===== config.mk =====
export PLATFORM = sky130hd
export DESIGN_NAME = uui_top
export DESIGN_NICKNAME = d
export VERILOG_FILES = /design/src/uui_rx_timer.v /design/src/uui_top.v
export VERILOG_INCLUDE_DIRS = /design/src
export SDC_FILE = /design/constraint.sdc
export NUM_CORES = 1
export LEC_CHECK = 0
export BUFFER_PORTS_ARGS = -buffer_cell sky130_fd_sc_hd__buf_2
export CAP_MARGIN = 30
export CELL_PAD_IN_SITES_DETAIL_PLACEMENT = 0
export CELL_PAD_IN_SITES_GLOBAL_PLACEMENT = 1
export CORE_ASPECT_RATIO = 1.5
export CORE_MARGIN = 1
export CORE_UTILIZATION = 39
export DETAILED_ROUTE_END_ITERATION = 12
export PLACE_DENSITY = 0.85
export SYNTH_ARGS = -nofsm -noshare
export SYNTH_HDL_FRONTEND = slang
export SYNTH_HIERARCHICAL = 1
export SYNTH_SLANG_ARGS = --single-unit

===== constraint.sdc =====
create_clock -name aclk -period 4.4 [get_ports aclk]
set_input_delay 0.22 -clock aclk [delete_from_list [all_inputs] [get_ports aclk]]
set_output_delay 0.22 -clock aclk [all_outputs]
set_load 0.02 [all_outputs]

===== src/uui_map.vh =====
/*
 Register offsets, field positions, reset values and interrupt codes of the
 UART channel interrupt unit. Assumes inclusion by bare name, no processes.
*/
`ifndef UUI_MAP_VH
`define UUI_MAP_VH

// Register byte offsets on the AXI4-Lite slave
`define UUI_OFF_MASK      8'h00
`define UUI_OFF_SOURCE    8'h04
`define UUI_OFF_LINE      8'h08
`define UUI_OFF_MODEM     8'h0c
`define UUI_OFF_FIFO_CTL  8'h10
`define UUI_OFF_ENH       8'h14
`define UUI_OFF_RX_HOLD   8'h18
`define UUI_OFF_TX_HOLD   8'h1c

// Reset values
`define UUI_RST_MASK      8'h00
`define UUI_RST_FIFO_CTL  8'h00
`define UUI_RST_ENH       8'h00

// Field positions
`define UUI_FCR_EN        0
`define UUI_EFR_ENH       4
`define UUI_EFR_HDX       5
`define UUI_EFR_ARTS      6
`define UUI_EFR_ACTS      7

// Interrupt source codes, bits 5..0
`define UUI_CODE_LINE     6'h06
`define UUI_CODE_TMO      6'h0c
`define UUI_CODE_RECEIVE_READY_IRQ    6'h04
`define UUI_CODE_TRANSMIT_READY_IRQ    6'h02
`define UUI_CODE_MODEM    6'h00
`define UUI_CODE_XOFF     6'h10
`define UUI_CODE_FLOW     6'h20
`define UUI_CODE_NONE     6'h01

// Time-out: four character times plus this many bit times
`define UUI_TMO_CHARS     4
`define UUI_TMO_BITS      12

// AXI responses
`define UUI_RESP_OKAY     2'b00
`define UUI_RESP_SLVERR   2'b10

`endif


===== src/uui_rx_timer.v =====
/*
 Receive time-out timer: counts bit ticks while armed and flags expiry after
 four character times plus twelve bit times. Assumes bit_tick is one cycle
 wide on aclk and that char_bits holds the bits per character frame.
*/
`timescale 1ns/100ps
`include "uui_map.vh"
module uui_rx_timer #(
  parameter CW = 7
) (
  // Clock and reset
  input  wire          aclk,
  input  wire          aresetn,
  input  wire          ce,
  // Control
  input  wire          bit_tick,
  input  wire [3:0]    char_bits,
  input  wire          armed,
  input  wire          restart,
  // Status
  output reg           expired_reg
);
  reg  [CW-1:0] count_reg;
  wire [31:0]   limit_full;
  wire [CW-1:0] limit;

  // Full-width sum, cut to the counter width on purpose
  assign limit_full = (char_bits * `UUI_TMO_CHARS) + `UUI_TMO_BITS;
  assign limit      = limit_full[CW-1:0];

  always @(posedge aclk) begin
    if (!aresetn) begin
      count_reg   <= {CW{1'b0}};
      expired_reg <= 1'b0;
    end else if (ce) begin
      if (restart || !armed) begin
        count_reg   <= {CW{1'b0}};
        expired_reg <= 1'b0;
      end else if (bit_tick && !expired_reg) begin
        count_reg <= count_reg + 1'b1;
        if (count_reg + 1'b1 >= limit)
          expired_reg <= 1'b1;
      end
    end
  end
endmodule


===== src/uui_top.v =====
/*
 Interrupt mask, prioritisation and status of one UART channel, with an
 AXI4-Lite register slave. Assumes the FIFO datapath, baud logic and modem
 logic run on aclk; only the clear-to-send pin is asynchronous.
*/
`timescale 1ns/100ps
`include "uui_map.vh"
// What this block does
// - FIFO receive interrupt follows trigger level
// - Data-ready set on arrival, cleared when empty
// - Mask bits 0-3 clear gives polled mode
// - Line status bits 1,2-4,5,6,7 reported
// - Mask bit 0 enables receive-ready interrupt
// - Mask bit 1 enables transmit-ready, immediate
// - Mask bit 2 enables line status interrupt
// - Bit 7 any error, bits 4:2 head
// - Mask bit 3 enables modem status interrupt
// - Mask bits 4-7 need enhanced enable; sleep
// - Mask bit 5 enables Xoff/special interrupt
// - Mask bit 6 enables RTS rise interrupt
// - Mask bit 7 enables CTS rise interrupt
// - Source register shows highest pending, others queue
// - Codes for priorities one to four
// - Codes for priorities five to seven, none
// - Time-out after four chars plus twelve bits
// - Transmit source trigger/empty, half-duplex fully empty
// - Clearing of line, receive, time-out, transmit
// - Clearing of modem, flow, Xoff, special
// - Source bit 0 low while pending
// - Source bits 7:6 show FIFO enable
// - FIFO control bit 0 enables FIFOs
module uui_top #(
  parameter FW = 7,
  parameter DEPTH = 64
) (
  // Clock, reset, enable
  input  wire          aclk,
  input  wire          aresetn,
  input  wire          ce,
  // AXI4-Lite write
  input  wire [7:0]    s_axi_awaddr,
  input  wire          s_axi_awvalid,
  output reg           s_axi_awready,
  input  wire [31:0]   s_axi_wdata,
  input  wire [3:0]    s_axi_wstrb,
  input  wire          s_axi_wvalid,
  output reg           s_axi_wready,
  output reg  [1:0]    s_axi_bresp,
  output reg           s_axi_bvalid,
  input  wire          s_axi_bready,
  // AXI4-Lite read
  input  wire [7:0]    s_axi_araddr,
  input  wire          s_axi_arvalid,
  output reg           s_axi_arready,
  output reg  [31:0]   s_axi_rdata,
  output reg  [1:0]    s_axi_rresp,
  output reg           s_axi_rvalid,
  input  wire          s_axi_rready,
  // Receive datapath
  input  wire [FW-1:0] rx_fill,
  input  wire          rx_char_in,
  input  wire          rx_overrun,
  input  wire [2:0]    rx_head_err,
  input  wire          rx_err_any,
  input  wire [7:0]    rx_data,
  input  wire          rx_activity,
  input  wire          bit_tick,
  input  wire [3:0]    char_bits,
  output reg           rx_pop_reg,
  // Transmit datapath
  input  wire [FW-1:0] tx_fill,
  input  wire          tsr_empty,
  output reg           tx_push_reg,
  output reg  [7:0]    tx_data_reg,
  // Flow control and modem
  input  wire          xoff_det,
  input  wire          xon_det,
  input  wire          special_det,
  input  wire          rts_n,
  input  wire          cts_n_pin,
  input  wire [3:0]    modem_delta,
  input  wire [3:0]    modem_lines,
  // Controls and interrupt
  output reg           fifo_en_reg,
  output reg  [7:0]    fifo_control_reg,
  output reg  [7:0]    enhanced_feature_reg,
  output reg           sleep_en_reg,
  output reg           irq_reg
);
  localparam [FW-1:0] DEPTH_W = DEPTH[FW-1:0];

  function [FW-1:0] rx_trig;
    input [1:0] sel;
    begin
      case (sel)
        2'd0: rx_trig = 7'd8;
        2'd1: rx_trig = 7'd16;
        2'd2: rx_trig = 7'd56;
        default: rx_trig = 7'd60;
      endcase
    end
  endfunction

  function [FW-1:0] tx_trig;
    input [1:0] sel;
    begin
      case (sel)
        2'd0: tx_trig = 7'd8;
        2'd1: tx_trig = 7'd16;
        2'd2: tx_trig = 7'd32;
        default: tx_trig = 7'd56;
      endcase
    end
  endfunction

  function [5:0] prio_code;
    input [6:0] p;
    begin
      if (p[0])      prio_code = `UUI_CODE_LINE;
      else if (p[1]) prio_code = `UUI_CODE_TMO;
      else if (p[2]) prio_code = `UUI_CODE_RECEIVE_READY_IRQ;
      else if (p[3]) prio_code = `UUI_CODE_TRANSMIT_READY_IRQ;
      else if (p[4]) prio_code = `UUI_CODE_MODEM;
      else if (p[5]) prio_code = `UUI_CODE_XOFF;
      else if (p[6]) prio_code = `UUI_CODE_FLOW;
      else           prio_code = `UUI_CODE_NONE;
    end
  endfunction

  // Registers and flags
  reg  [7:0]  interrupt_mask_reg;
  reg  [3:0]  msr_delta_reg;
  reg         overrun_reg;
  reg         rx_ready_reg;
  reg         tx_flag_reg;
  reg         tx_cond_d_reg;
  reg         mask1_d_reg;
  reg         xoff_reg;
  reg         special_reg;
  reg         rts_irq_reg;
  reg         cts_irq_reg;
  reg         rts_d_reg;
  reg         cts_s1_reg;
  reg         cts_s2_reg;
  reg         cts_d_reg;
  // AXI holding state
  reg         aw_hold_reg;
  reg         w_hold_reg;
  reg  [7:0]  aw_addr_reg;
  reg  [31:0] w_data_reg;
  reg  [3:0]  w_strb_reg;

  wire        tmo_expired;
  wire        enh = enhanced_feature_reg[`UUI_EFR_ENH];
  wire [7:0]  mask_eff = {interrupt_mask_reg[7:4] & {4{enh}}, interrupt_mask_reg[3:0]};
  wire [FW-1:0] tx_space = DEPTH_W - tx_fill;
  wire        thr_empty = (tx_fill == {FW{1'b0}});
  wire        tx_all_empty = thr_empty && tsr_empty;
  wire        rx_at_trig = rx_fill >= rx_trig(fifo_control_reg[7:6]);
  wire        rx_nonempty = (rx_fill != {FW{1'b0}});
  wire [7:0]  line_status;
  reg         tx_cond;
  wire [6:0]  pend;
  wire [5:0]  cur_code;
  wire        do_write = aw_hold_reg && w_hold_reg && !s_axi_bvalid;
  wire        do_read = s_axi_arvalid && s_axi_arready;
  wire        rd_src = do_read && (s_axi_araddr == `UUI_OFF_SOURCE);
  wire        rd_modem = do_read && (s_axi_araddr == `UUI_OFF_MODEM);
  wire        rd_line = do_read && (s_axi_araddr == `UUI_OFF_LINE);
  wire        rd_rhr = do_read && (s_axi_araddr == `UUI_OFF_RX_HOLD);
  wire        wr_thr = do_write && (aw_addr_reg == `UUI_OFF_TX_HOLD) && w_strb_reg[0];

  assign line_status = {rx_err_any, tx_all_empty, thr_empty,
                        rx_head_err, overrun_reg, rx_ready_reg};

  // Transmit-ready condition
  always @* begin
    if (!fifo_en_reg)
      tx_cond = thr_empty;
    else if (enhanced_feature_reg[`UUI_EFR_HDX])
      tx_cond = tx_all_empty;
    else
      tx_cond = (tx_space > tx_trig(fifo_control_reg[5:4])) || thr_empty;
  end

  // Pending sources in priority order; all gated by the mask
  assign pend[0] = mask_eff[2] && (overrun_reg || (|rx_head_err) || rx_err_any);
  assign pend[1] = mask_eff[0] && fifo_en_reg && tmo_expired;
  assign pend[2] = mask_eff[0] && (fifo_en_reg ? rx_at_trig : rx_nonempty);
  assign pend[3] = mask_eff[1] && tx_flag_reg;
  assign pend[4] = mask_eff[3] && (|msr_delta_reg);
  assign pend[5] = mask_eff[5] && (xoff_reg || special_reg);
  assign pend[6] = (mask_eff[6] && rts_irq_reg) || (mask_eff[7] && cts_irq_reg);
  assign cur_code = prio_code(pend);

  uui_rx_timer u_timer (
    .aclk        (aclk),
    .aresetn     (aresetn),
    .ce          (ce),
    .bit_tick    (bit_tick),
    .char_bits   (char_bits),
    .armed       (fifo_en_reg && rx_nonempty),
    .restart     (rx_activity || rd_rhr),
    .expired_reg (tmo_expired)
  );

  // Clear-to-send pin synchroniser
  always @(posedge aclk) begin
    if (!aresetn) begin
      cts_s1_reg <= 1'b1;
      cts_s2_reg <= 1'b1;
    end else if (ce) begin
      cts_s1_reg <= cts_n_pin;
      cts_s2_reg <= cts_s1_reg;
    end
  end

  // Status flags; a set always wins over a clear in the same cycle
  always @(posedge aclk) begin
    if (!aresetn) begin
      overrun_reg   <= 1'b0;
      rx_ready_reg  <= 1'b0;
      tx_flag_reg   <= 1'b0;
      tx_cond_d_reg <= 1'b1;
      mask1_d_reg   <= 1'b0;
      msr_delta_reg <= 4'h0;
      xoff_reg      <= 1'b0;
      special_reg   <= 1'b0;
      rts_irq_reg   <= 1'b0;
      cts_irq_reg   <= 1'b0;
      rts_d_reg     <= 1'b1;
      cts_d_reg     <= 1'b1;
    end else if (ce) begin
      tx_cond_d_reg <= tx_cond;
      mask1_d_reg   <= mask_eff[1];
      rts_d_reg     <= rts_n;
      cts_d_reg     <= cts_s2_reg;
      if (rx_overrun)
        overrun_reg <= 1'b1;
      else if (rd_line)
        overrun_reg <= 1'b0;
      if (rx_char_in)
        rx_ready_reg <= 1'b1;
      else if (!rx_nonempty)
        rx_ready_reg <= 1'b0;
      if ((tx_cond && !tx_cond_d_reg) || (tx_cond && mask_eff[1] && !mask1_d_reg))
        tx_flag_reg <= 1'b1;
      else if (wr_thr || (rd_src && cur_code == `UUI_CODE_TRANSMIT_READY_IRQ))
        tx_flag_reg <= 1'b0;
      msr_delta_reg <= modem_delta | (rd_modem ? 4'h0 : msr_delta_reg);
      if (xoff_det)
        xoff_reg <= 1'b1;
      else if (xon_det)
        xoff_reg <= 1'b0;
      if (special_det)
        special_reg <= 1'b1;
      else if (rd_src && cur_code == `UUI_CODE_XOFF)
        special_reg <= 1'b0;
      if (enhanced_feature_reg[`UUI_EFR_ARTS] && rts_n && !rts_d_reg)
        rts_irq_reg <= 1'b1;
      else if (rd_modem)
        rts_irq_reg <= 1'b0;
      if (enhanced_feature_reg[`UUI_EFR_ACTS] && cts_s2_reg && !cts_d_reg)
        cts_irq_reg <= 1'b1;
      else if (rd_modem)
        cts_irq_reg <= 1'b0;
    end
  end

  // Interrupt output and sleep enable
  always @(posedge aclk) begin
    if (!aresetn) begin
      irq_reg      <= 1'b0;
      sleep_en_reg <= 1'b0;
    end else if (ce) begin
      irq_reg      <= (|pend);
      sleep_en_reg <= mask_eff[4];
    end
  end

  // AXI write channels: address and data taken in either order
  always @(posedge aclk) begin
    if (!aresetn) begin
      aw_hold_reg   <= 1'b0;
      w_hold_reg    <= 1'b0;
      aw_addr_reg   <= 8'h00;
      w_data_reg    <= 32'h0000_0000;
      w_strb_reg    <= 4'h0;
      s_axi_awready <= 1'b0;
      s_axi_wready  <= 1'b0;
      s_axi_bvalid  <= 1'b0;
      s_axi_bresp   <= `UUI_RESP_OKAY;
    end else if (ce) begin
      s_axi_awready <= !aw_hold_reg && !s_axi_awready && s_axi_awvalid;
      s_axi_wready  <= !w_hold_reg && !s_axi_wready && s_axi_wvalid;
      if (s_axi_awvalid && s_axi_awready) begin
        aw_hold_reg <= 1'b1;
        aw_addr_reg <= s_axi_awaddr;
      end
      if (s_axi_wvalid && s_axi_wready) begin
        w_hold_reg <= 1'b1;
        w_data_reg <= s_axi_wdata;
        w_strb_reg <= s_axi_wstrb;
      end
      if (do_write) begin
        aw_hold_reg  <= 1'b0;
        w_hold_reg   <= 1'b0;
        s_axi_bvalid <= 1'b1;
        case (aw_addr_reg)
          `UUI_OFF_MASK, `UUI_OFF_FIFO_CTL, `UUI_OFF_ENH, `UUI_OFF_TX_HOLD:
            s_axi_bresp <= `UUI_RESP_OKAY;
          `UUI_OFF_SOURCE, `UUI_OFF_LINE, `UUI_OFF_MODEM, `UUI_OFF_RX_HOLD:
            s_axi_bresp <= `UUI_RESP_OKAY;
          default:
            s_axi_bresp <= `UUI_RESP_SLVERR;
        endcase
      end else if (s_axi_bvalid && s_axi_bready) begin
        s_axi_bvalid <= 1'b0;
      end
    end
  end

  // Writable registers
  always @(posedge aclk) begin
    if (!aresetn) begin
      interrupt_mask_reg   <= `UUI_RST_MASK;
      fifo_control_reg     <= `UUI_RST_FIFO_CTL;
      enhanced_feature_reg <= `UUI_RST_ENH;
      fifo_en_reg          <= 1'b0;
      tx_push_reg          <= 1'b0;
      tx_data_reg          <= 8'h00;
    end else if (ce) begin
      tx_push_reg <= wr_thr;
      if (wr_thr)
        tx_data_reg <= w_data_reg[7:0];
      if (do_write && w_strb_reg[0]) begin
        case (aw_addr_reg)
          `UUI_OFF_MASK:
            interrupt_mask_reg <= w_data_reg[7:0];
          `UUI_OFF_FIFO_CTL: begin
            fifo_en_reg <= w_data_reg[`UUI_FCR_EN];
            if (w_data_reg[`UUI_FCR_EN]) begin
              fifo_control_reg[7:6] <= w_data_reg[7:6];
              if (enh)
                fifo_control_reg[5:4] <= w_data_reg[5:4];
              fifo_control_reg[3] <= w_data_reg[3];
            end
            fifo_control_reg[0] <= w_data_reg[`UUI_FCR_EN];
          end
          `UUI_OFF_ENH:
            enhanced_feature_reg <= w_data_reg[7:0];
          default: ;
        endcase
      end
    end
  end

  // AXI read channel, one cycle from address to data
  always @(posedge aclk) begin
    if (!aresetn) begin
      s_axi_arready <= 1'b0;
      s_axi_rvalid  <= 1'b0;
      s_axi_rdata   <= 32'h0000_0000;
      s_axi_rresp   <= `UUI_RESP_OKAY;
      rx_pop_reg    <= 1'b0;
    end else if (ce) begin
      s_axi_arready <= !s_axi_rvalid && !s_axi_arready && s_axi_arvalid;
      rx_pop_reg    <= rd_rhr;
      if (do_read) begin
        s_axi_rvalid <= 1'b1;
        s_axi_rresp  <= `UUI_RESP_OKAY;
        case (s_axi_araddr)
          `UUI_OFF_MASK:     s_axi_rdata <= {24'h000000, interrupt_mask_reg};
          `UUI_OFF_SOURCE:   s_axi_rdata <= {24'h000000, {2{fifo_en_reg}}, cur_code};
          `UUI_OFF_LINE:     s_axi_rdata <= {24'h000000, line_status};
          `UUI_OFF_MODEM:    s_axi_rdata <= {24'h000000, modem_lines, msr_delta_reg};
          `UUI_OFF_FIFO_CTL: s_axi_rdata <= {24'h000000, fifo_control_reg};
          `UUI_OFF_ENH:      s_axi_rdata <= {24'h000000, enhanced_feature_reg};
          `UUI_OFF_RX_HOLD:  s_axi_rdata <= {24'h000000, rx_data};
          default: begin
            s_axi_rdata <= 32'h0000_0000;
            s_axi_rresp <= `UUI_RESP_SLVERR;
          end
        endcase
      end else if (s_axi_rvalid && s_axi_rready) begin
        s_axi_rvalid <= 1'b0;
      end
    end
  end
endmodule

==> results of run 1 <==
==> through the flow <==
| step | instances | cell area, um^2 | total power (uW) | util [%] | setup WS [ns] |
|---|---|---|---|---|---|
| after floorplan | 645 | 5140 | 1020 | - | 2.22 |
| after detailed placement | 867 | 5610 | 1070 | 44.8 | 1.61 |
| final | 883 | 5940 | 1910 | 47.5 | 1.87 |
| after CTS | 883 | 5940 | 1920 | 47.5 | 1.89 |
| after global routing | 883 | 5940 | 1970 | 47.5 | 1.68 |
| after global placement | 867 | 5610 | 1060 | 44.8 | 1.81 |
==> path summary, 6_finish.rpt <==
check                                                 startpoint                     endpoint  cells past startpoint
worst max-delay path            fifo_control_reg[6]$_SDFFE_PN0P_  s_axi_rdata[5]$_SDFFE_PN0P_                      8
worst min-delay path                                       rts_n       rts_d_reg$_SDFFE_PN1P_                      3
worst max register to register  fifo_control_reg[6]$_SDFFE_PN0P_  s_axi_rdata[5]$_SDFFE_PN0P_                      8
worst min register to register       tx_data_reg[2]$_SDFFE_PN0P_  tx_data_reg[2]$_SDFFE_PN0P_                      2
==> routing by layer <==
layer,vias up,GRT usage [%]
li1,2344,-
met1,2254,25.5
met2,180,36.9
met3,25,3.18
met4,0,10.6
met5,-,0
==> tightest hold or removal path, cell delays in order <==
cell     delay (ns)
buf_2          0.09
mux2i_1        0.06
nand2_1        0.06
==> layout make-up <==
cell class / count / area, um^2
flip-flops and latches: 94 / 1880
multi-input cells: 477 / 2840
clock buffers: 12 / 256
fillers: 1250 / 6570
repair buffers: 126 / 641
clock inverters: 4 / 77.6
well taps: 156 / 195
inverters: 14 / 52.6
==> placed cells by master, fill, tap and decap left out, drive strengths merged, types with 3 or more instances in the layout <==
cell type  netlist  layout
a32oi            4       4
or2              3       3
nand4b           3       3
or4              4       4
a22oi           11      11
nor3            10      10
o21a             4       4
and3             7       7
nand2b           7       7
o41ai            4       4
xnor2            7       7
nor4b            4       4
a311oi           4       4
inv             12      13
nand3b           6       6
clkinv           2       3
nor2            57      57
conb             1      28
and2             7       7
nor3b            5       5
nand3           28      28
nand2           97      97
o21ai           23      23
nor2b            3       3
o22ai            3       3
clkbuf          21      12
or3              4       4
a211oi           3       3
buf             39     126
mux2i           28      28
dfxtp           94      94
a21oi           60      60
a31oi            6       6
ha              17      17
==> cell families after synthesis <==
kind of cell,Yosys count
DFF,94
and+or+nand+nor,252
buffers and inverters,74
adders and majority gates,17
xor gates and xnor gates,9
muxes,30
AOI/OAI and AO/OA,141
other,1
==> where the power goes <==
| part | switching, uW | internal, uW | total (uW) |
|---|---|---|---|
| Sequential | 11.5 | 864 | 875 |
| Clock | 328 | 532 | 860 |
| Combinational | 112 | 63.2 | 175 |
| Total | 452 | 1460 | 1910 |
==> results.md, run 1 <==
Routing:
- In the routed layout, each cell is associated on average with a via count of 5.44.
- The average wire per standard cell is 16.2 um.
- The detailed-route via count is 4803.
- After detailed routing, the met3 layer carries 773 um of wire.
- The detailed-route wire length is 14300 um.
- The sum of routed wire segments on met1 is 5900 um.
- The count of nets left with antenna violations once routing finished came out at 0.
- The number of remaining DRC errors is 0.
- The number of DRC markers in iteration 0 is 257.
- The met2 layer wire length in the routed design is 7190 um.
- The highest layer used for signal routing is met4.
- The first detailed-routing pass took 6 iterations.

Global routing:
- The maximum number of pins on one net before global-route repair is 48.
- The overall global routing resource usage is 21.5%.
- The via count of the first global-routing pass is 4526.
- Summed over all layers, the global routing overflow is 0.
- The number of antenna violations at the first check in global routing is 0.
- The first-pass GRT wire length is 22300 um.

STA:
- The measured slew at the worst slew-check pin is 0.755 ns.
- The final hold slack is 0.112 ns.
- The ratio of final minimum period to clock period is 57.5%.
- The number of pins exceeding their max-slew limit in the final report is 0.
- The summed negative setup slack over all endpoints is 0 ns.
- Setup repair after global routing left no endpoint under its margin.
- The worst slew margin relative to its limit is 49.3%.
- The final-report hold violation count is 0.
- Static timing analysis puts the maximum clock frequency at 0.395 GHz.
- The post-layout minimum cycle time is 2.53 ns.
- The clock tree skew after final layout is 0.00730 ns.
- The final setup violation count is 0.

Logic synthesis:
- The most instantiated flip-flop cell in the synthesis netlist is dfxtp_1.
- The post-synth design cell area is 0.00503 mm^2.
- In the synthesized netlist, mux cells make up 6.01% of the area.
- The synthesized netlist devotes 17.6% of its cell area to compound gates.
- The post-synthesis share of cell area spent on full adders, half adders and majority gates is 4.22%.
- The synthesized design contains 0 enable-type register cells.
- The number of distinct library cells after synthesis is 70.
- In the synthesized netlist, the number of instances is 618.
- The async set-or-reset flop fraction in the synthesized netlist is 0%.
- Sorting the synthesized cells by area gives the leading types as dfxtp_1, nand2_1, a21oi_1, mux2i_1, buf_4.
- The post-synthesis cell type with the largest combined area is dfxtp_1.
- The register bit total from synthesis is 94.
- Summed over its instances, the top area cell type makes up 37.4% of the synthesized netlist area.
- The share of the yosys chip area belonging to registers is 37.4%.
- After synthesis, the largest family of logic cells by area is simple AND/OR/NAND/NOR gates.
- The number of warnings printed during yosys synthesis is 6.
- Each instance of the synthesized netlist takes up on average 8.15 um^2.
- The basic-gate share of the synthesized area counting and, or, nand and nor cells is 24.9%.
- The area share of xor/xnor cells in the synthesized design is 1.57%.
- The dominant cell by count in the synthesized netlist is nand2_1.
- Ranked by instance count, the synthesized netlist is headed by nand2_1, dfxtp_1, a21oi_1, nor2_1, buf_4.

Floorplanning:
- The die is 141 um tall.
- The top-level port count is 178.
- The initial utilization of the core area, before any placement, comes to 40.2%.
- The overall die area is 0.0134 mm^2.
- The core region is 0.0125 mm^2.
- Row generation in the floorplan step produced 50 rows.
- In this run the horizontal extent of the chip is 94.8 um.

Setup path:
- The family with the most delay on the worst path is compound AO/OA/AOI/OAI gates.
- Traced cell by cell, the critical path runs through nor2b_1 > ha_1 > o21a_1 > o21ai_0 > a31o_2 > a31oi_1 > or4_1 > a21oi_1.
- The critical path data required time is 4.68 ns.
- The data arrival time of the worst path is 2.81 ns.
- The delay contributed by the slowest stage of the critical path is 0.65 ns.
- Among all stages on the critical path, the largest delay is contributed by or4_1.
- The critical path in this run is classified as reg2reg.
- The number of buffers and inverters on the critical path is 0.
- In this run the worst path has a maximum fanout of 8.
- The kind of end point of the critical path is a flip-flop.
- The critical path launch point type is a flip-flop.
- For flop-to-flop paths, the worst setup slack is 1.87 ns.

Clock network:
- TritonCTS created 9 clock buffers.
- The clock passes through at most 2 buffers.
- The cts-stage hold buffer count is 0.
- Clock-pin slew was measured on the worst setup and hold paths at 0.07 ns.
- CTS placed an instance of clkbuf_16 at the clock tree root.
- The clock drives 94 sinks.
- After clock tree synthesis, the setup repair step added 0 buffers.
- Gates resized during post-CTS repair numbered 0.
- The clock tree from TritonCTS is yes.
- The depth of the CTS H-tree is 3.
- The clock latency on the worst-skew pair is 0.34 ns.

Placement:
- Routability-driven placement finished with a final weighted congestion of 0.827.
- The count of buffers inserted at the top-level ports is 122.
- Summed over all nets, the half-perimeter wirelength after detailed placement is 10700 um.

Power and ir drop:
- The total power density per cell area is 321 mW/mm^2.
- The largest voltage drop on the vdd net is 0.163 mV.
- The static leakage is 0.00253 uW.

Run status:
- The flow ran to the end, and the final reports show no timing, DRC or antenna violations.

Layout:
- The net count reported at finish is 847.
- The synthesis-to-layout area growth is 18.1%.
- Of the cells placed in the final design, the portion with a size suffix greater than 1 is 21.5%.
- The antenna diode instance count is 0.

Flow run:
- Across the run, the number of max-cap violations was 0.

Worst hold path:
- The path class of the tightest hold or removal check is in2reg.
(Power assumes the default switching activity.)
==> inputs of run 2 (changes only) <==
Settings changed: CORE_UTILIZATION 39 to 32, PLACE_DENSITY 0.85 to 0.75.
Clock period 4.4 ns to 2.3 ns, I/O delays scaled along.
==> run 2 against run 1 <==
Against the previous run: sequential share of layout area decreased by 1.1 points; sequential power increased by 91%; critical path type unchanged; worst hold slack got worse by 0.097 ns; non-clock buffer count increased by 27; register-to-register slack got worse by 1.7 ns; critical endpoint unchanged; largest power group unchanged; largest cell class unchanged.
==> results.md, run 2 (synthesis gave the netlist of run 1 again) <==
Layout:
- The leading cell type in the layout, fill and taps excluded is buf_2.
- The post-route netlist has 24.6% of its cells at a drive strength greater than 1.
- 0 antenna diodes ended up in the layout.
- The synthesis-to-layout area growth is 22.1%.
- For this run, the post-layout net count is 874.
- The top cell types in the final layout, fill and taps aside, are buf_2, nand2_1, dfxtp_1.
- The post-layout instance area is 0.00615 mm^2.
- Counting the fill cells in the layout gives 1626.
- The utilization after layout is 40.4%.

Floorplanning:
- From bottom edge to top edge, the die measures 156 um.
- The die boundary width is 104 um.
- The number of rows in the core area is 55.
- The overall die area is 0.0162 mm^2.
- During I/O placement, the number of pins put on the boundary was 178.
- The area of the core is 0.0152 mm^2.
- The initial core utilization is 33.1%.

STA:
- The summed negative setup slack over all endpoints is 0 ns.
- The number of pins exceeding their max-slew limit in the final report is 0.
- Setup repair after global routing left no endpoint under its margin.
- The ratio of final minimum period to clock period is 93.3%.
- The final setup violation count is 0.
- The worst setup slack after layout is 0.154 ns.
- Headroom to the max-slew limit came out at 57.2%.
- The post-layout minimum cycle time is 2.15 ns.
- The top achievable clock speed is 0.466 GHz.
- Clock skew on the completed layout was measured at 0.00699 ns.
- The final-report hold violation count came to 0.
- The measured slew at the worst slew-check pin is 0.643 ns.

Routing:
- In the routed layout, each cell is associated on average with a via count of 5.06.
- Wires add up to 15500 um.
- The number of remaining DRC errors is 0.
- The detailed-route via count is 4811.
- The count of nets left with antenna violations once routing finished came out at 0.
- The average wire per standard cell is 16.3 um.
- In the detailed route, the total length drawn on met2 is 7800 um.
- The first routing iteration left 224 violations.
- The number of detailed-routing iterations run before antenna repair is 4.
- The sum of routed wire segments on met1 is 6420 um.
- The highest layer used for signal routing is met4.
- The length of routed met3 wiring is 716 um.

Worst hold path:
- The startpoint identified for the worst hold timing path is s_axi_awaddr[6].
- The worst hold endpoint is aw_addr_reg[6]$_SDFFE_PN0P_.
- The worst hold path belongs to the class in2reg.
- The cell count of the worst hold path is 3.

Flow run:
- The tool flagged a number of max-cap violations equal to 0.

Setup path:
- The length in cells of the worst reg-to-reg path is 8.
- The flop-to-flop setup slack is 0.15 ns.
- The critical path data required time is 2.57 ns.
- For the worst setup path, the data arrival time is 2.42 ns.
- The classification of the worst setup path is reg2reg.
- Of all nets on the critical path, the largest fanout is 7.
- The critical path launch point type is a flip-flop.
- The critical register-to-register path endpoint is s_axi_rdata[5]$_SDFFE_PN0P_.
- The startpoint of the worst-slack reg-to-reg timing path is fifo_control_reg[6]$_SDFFE_PN0P_.
- The worst setup path is captured at a flip-flop.

Global routing:
- The first global-routing pass estimated 24600 um of wire.
- The via count of the first global-routing pass was 4808.
- The number of antenna violations at the first check in global routing is 0.
- In the global route stage, overall resource usage came out at 19.4%.
- The maximum number of pins on one net before global-route repair is 64.
- Summed over all layers, the global routing overflow is 0.

Placement:
- The sum of net half-perimeters after detailed placement is 12100 um.
- The worst slack after detailed placement is -0.0145 ns.
- Routability-driven placement finished with a final weighted congestion of 0.939.
- The count of buffers added on input and output ports is 122.
- In this run the cell area measured after placement is 0.00587 mm^2.

Clock network:
- TritonCTS built the clock tree.
- CTS saw 94 sinks.
- The clock passes through at most 2 buffers.
- The cts-stage hold buffer count is 0.
- The depth of the CTS H-tree is 3.
- Clock latency on the worst-skew pair, taken at its later pin, is 0.34 ns.
- Counting the buffers created by CTS gives 9.
- The clock-pin transition on the worst setup and hold timing paths is 0.07 ns.
- The tree is rooted in a clkbuf_16.

Power and ir drop:
- The static leakage is 0.00263 uW.
- The total power density per cell area is 548 mW/mm^2.
- The largest voltage drop on the vdd net is 0.256 mV.

Run status:
- The run finished with clean final reports.
## run 2: cell type report
| type | count | area, um^2 | share of cell area [%] |
|---|---|---|---|
| clock buffer | 10 | 229 | 3.72 |
| clock inverter | 4 | 26.3 | 0.427 |
| inverter | 14 | 52.6 | 0.855 |
| multi-input combinational | 477 | 2870 | 46.6 |
| sequential | 94 | 1880 | 30.6 |
| tap | 199 | 249 | 4.05 |
| timing repair buffer | 153 | 843 | 13.7 |
## run 2: metrics by stage
stage	instances	total power, uW	hold WS, ns
finish	951	3370	0.0143
global route	951	3500	0.0103
CTS	951	3400	0.000590
detailed placement	937	2060	0.365
global placement	937	2060	0.367
floorplan	645	1940	0.229
## run 2: worst max-delay path by stage
stage,from,endpoint,slack (ns),depth (start not counted)
final,fifo_control_reg[6]$_SDFFE_PN0P_,s_axi_rdata[5]$_SDFFE_PN0P_,0.15,8
after global routing,fifo_control_reg[6]$_SDFFE_PN0P_,s_axi_rdata[5]$_SDFFE_PN0P_,0.02,8
after CTS,u_timer/count_reg[0]$_SDFFE_PN0P_,u_timer/expired_reg$_SDFFE_PN0P_,0.007,8
after detailed placement,tx_fill[1],tx_flag_reg$_SDFFE_PN0P_,-0.01,11
after global placement,tx_fill[1],tx_flag_reg$_SDFFE_PN0P_,0.08,11
after floorplan,fifo_control_reg[6]$_SDFFE_PN0P_,s_axi_rdata[5]$_SDFFE_PN0P_,0.12,8
## run 2: layer usage
metal	track usage, %	vias up
met2	34.1	166
li1	-	2393
met5	0	-
met4	10.5	0
met1	22.3	2219
met3	3.09	33
## run 2: critical path, stage by stage, from the launching register on
cell and delay, ns:
dfxtp_1 0.36, nor2b_1 0.15, ha_1 0.23, o21a_1 0.18, o21ai_0 0.14, a31o_2 0.15
a31oi_4 0.12, or4_4 0.57, a21oi_1 0.16
## run 2: what timing repair did
| action | CTS | global route |
|---|---|---|
| endpoints found under the setup margin | 0 | 4 |
| gates resized for setup | 0 | 6 |
| buffers inserted | 0 | 0 |
## run 2: power by group
group | switching [uW] | internal (uW)
registers | 22.3 | 1650
logic | 221 | 135
clock network | 623 | 719
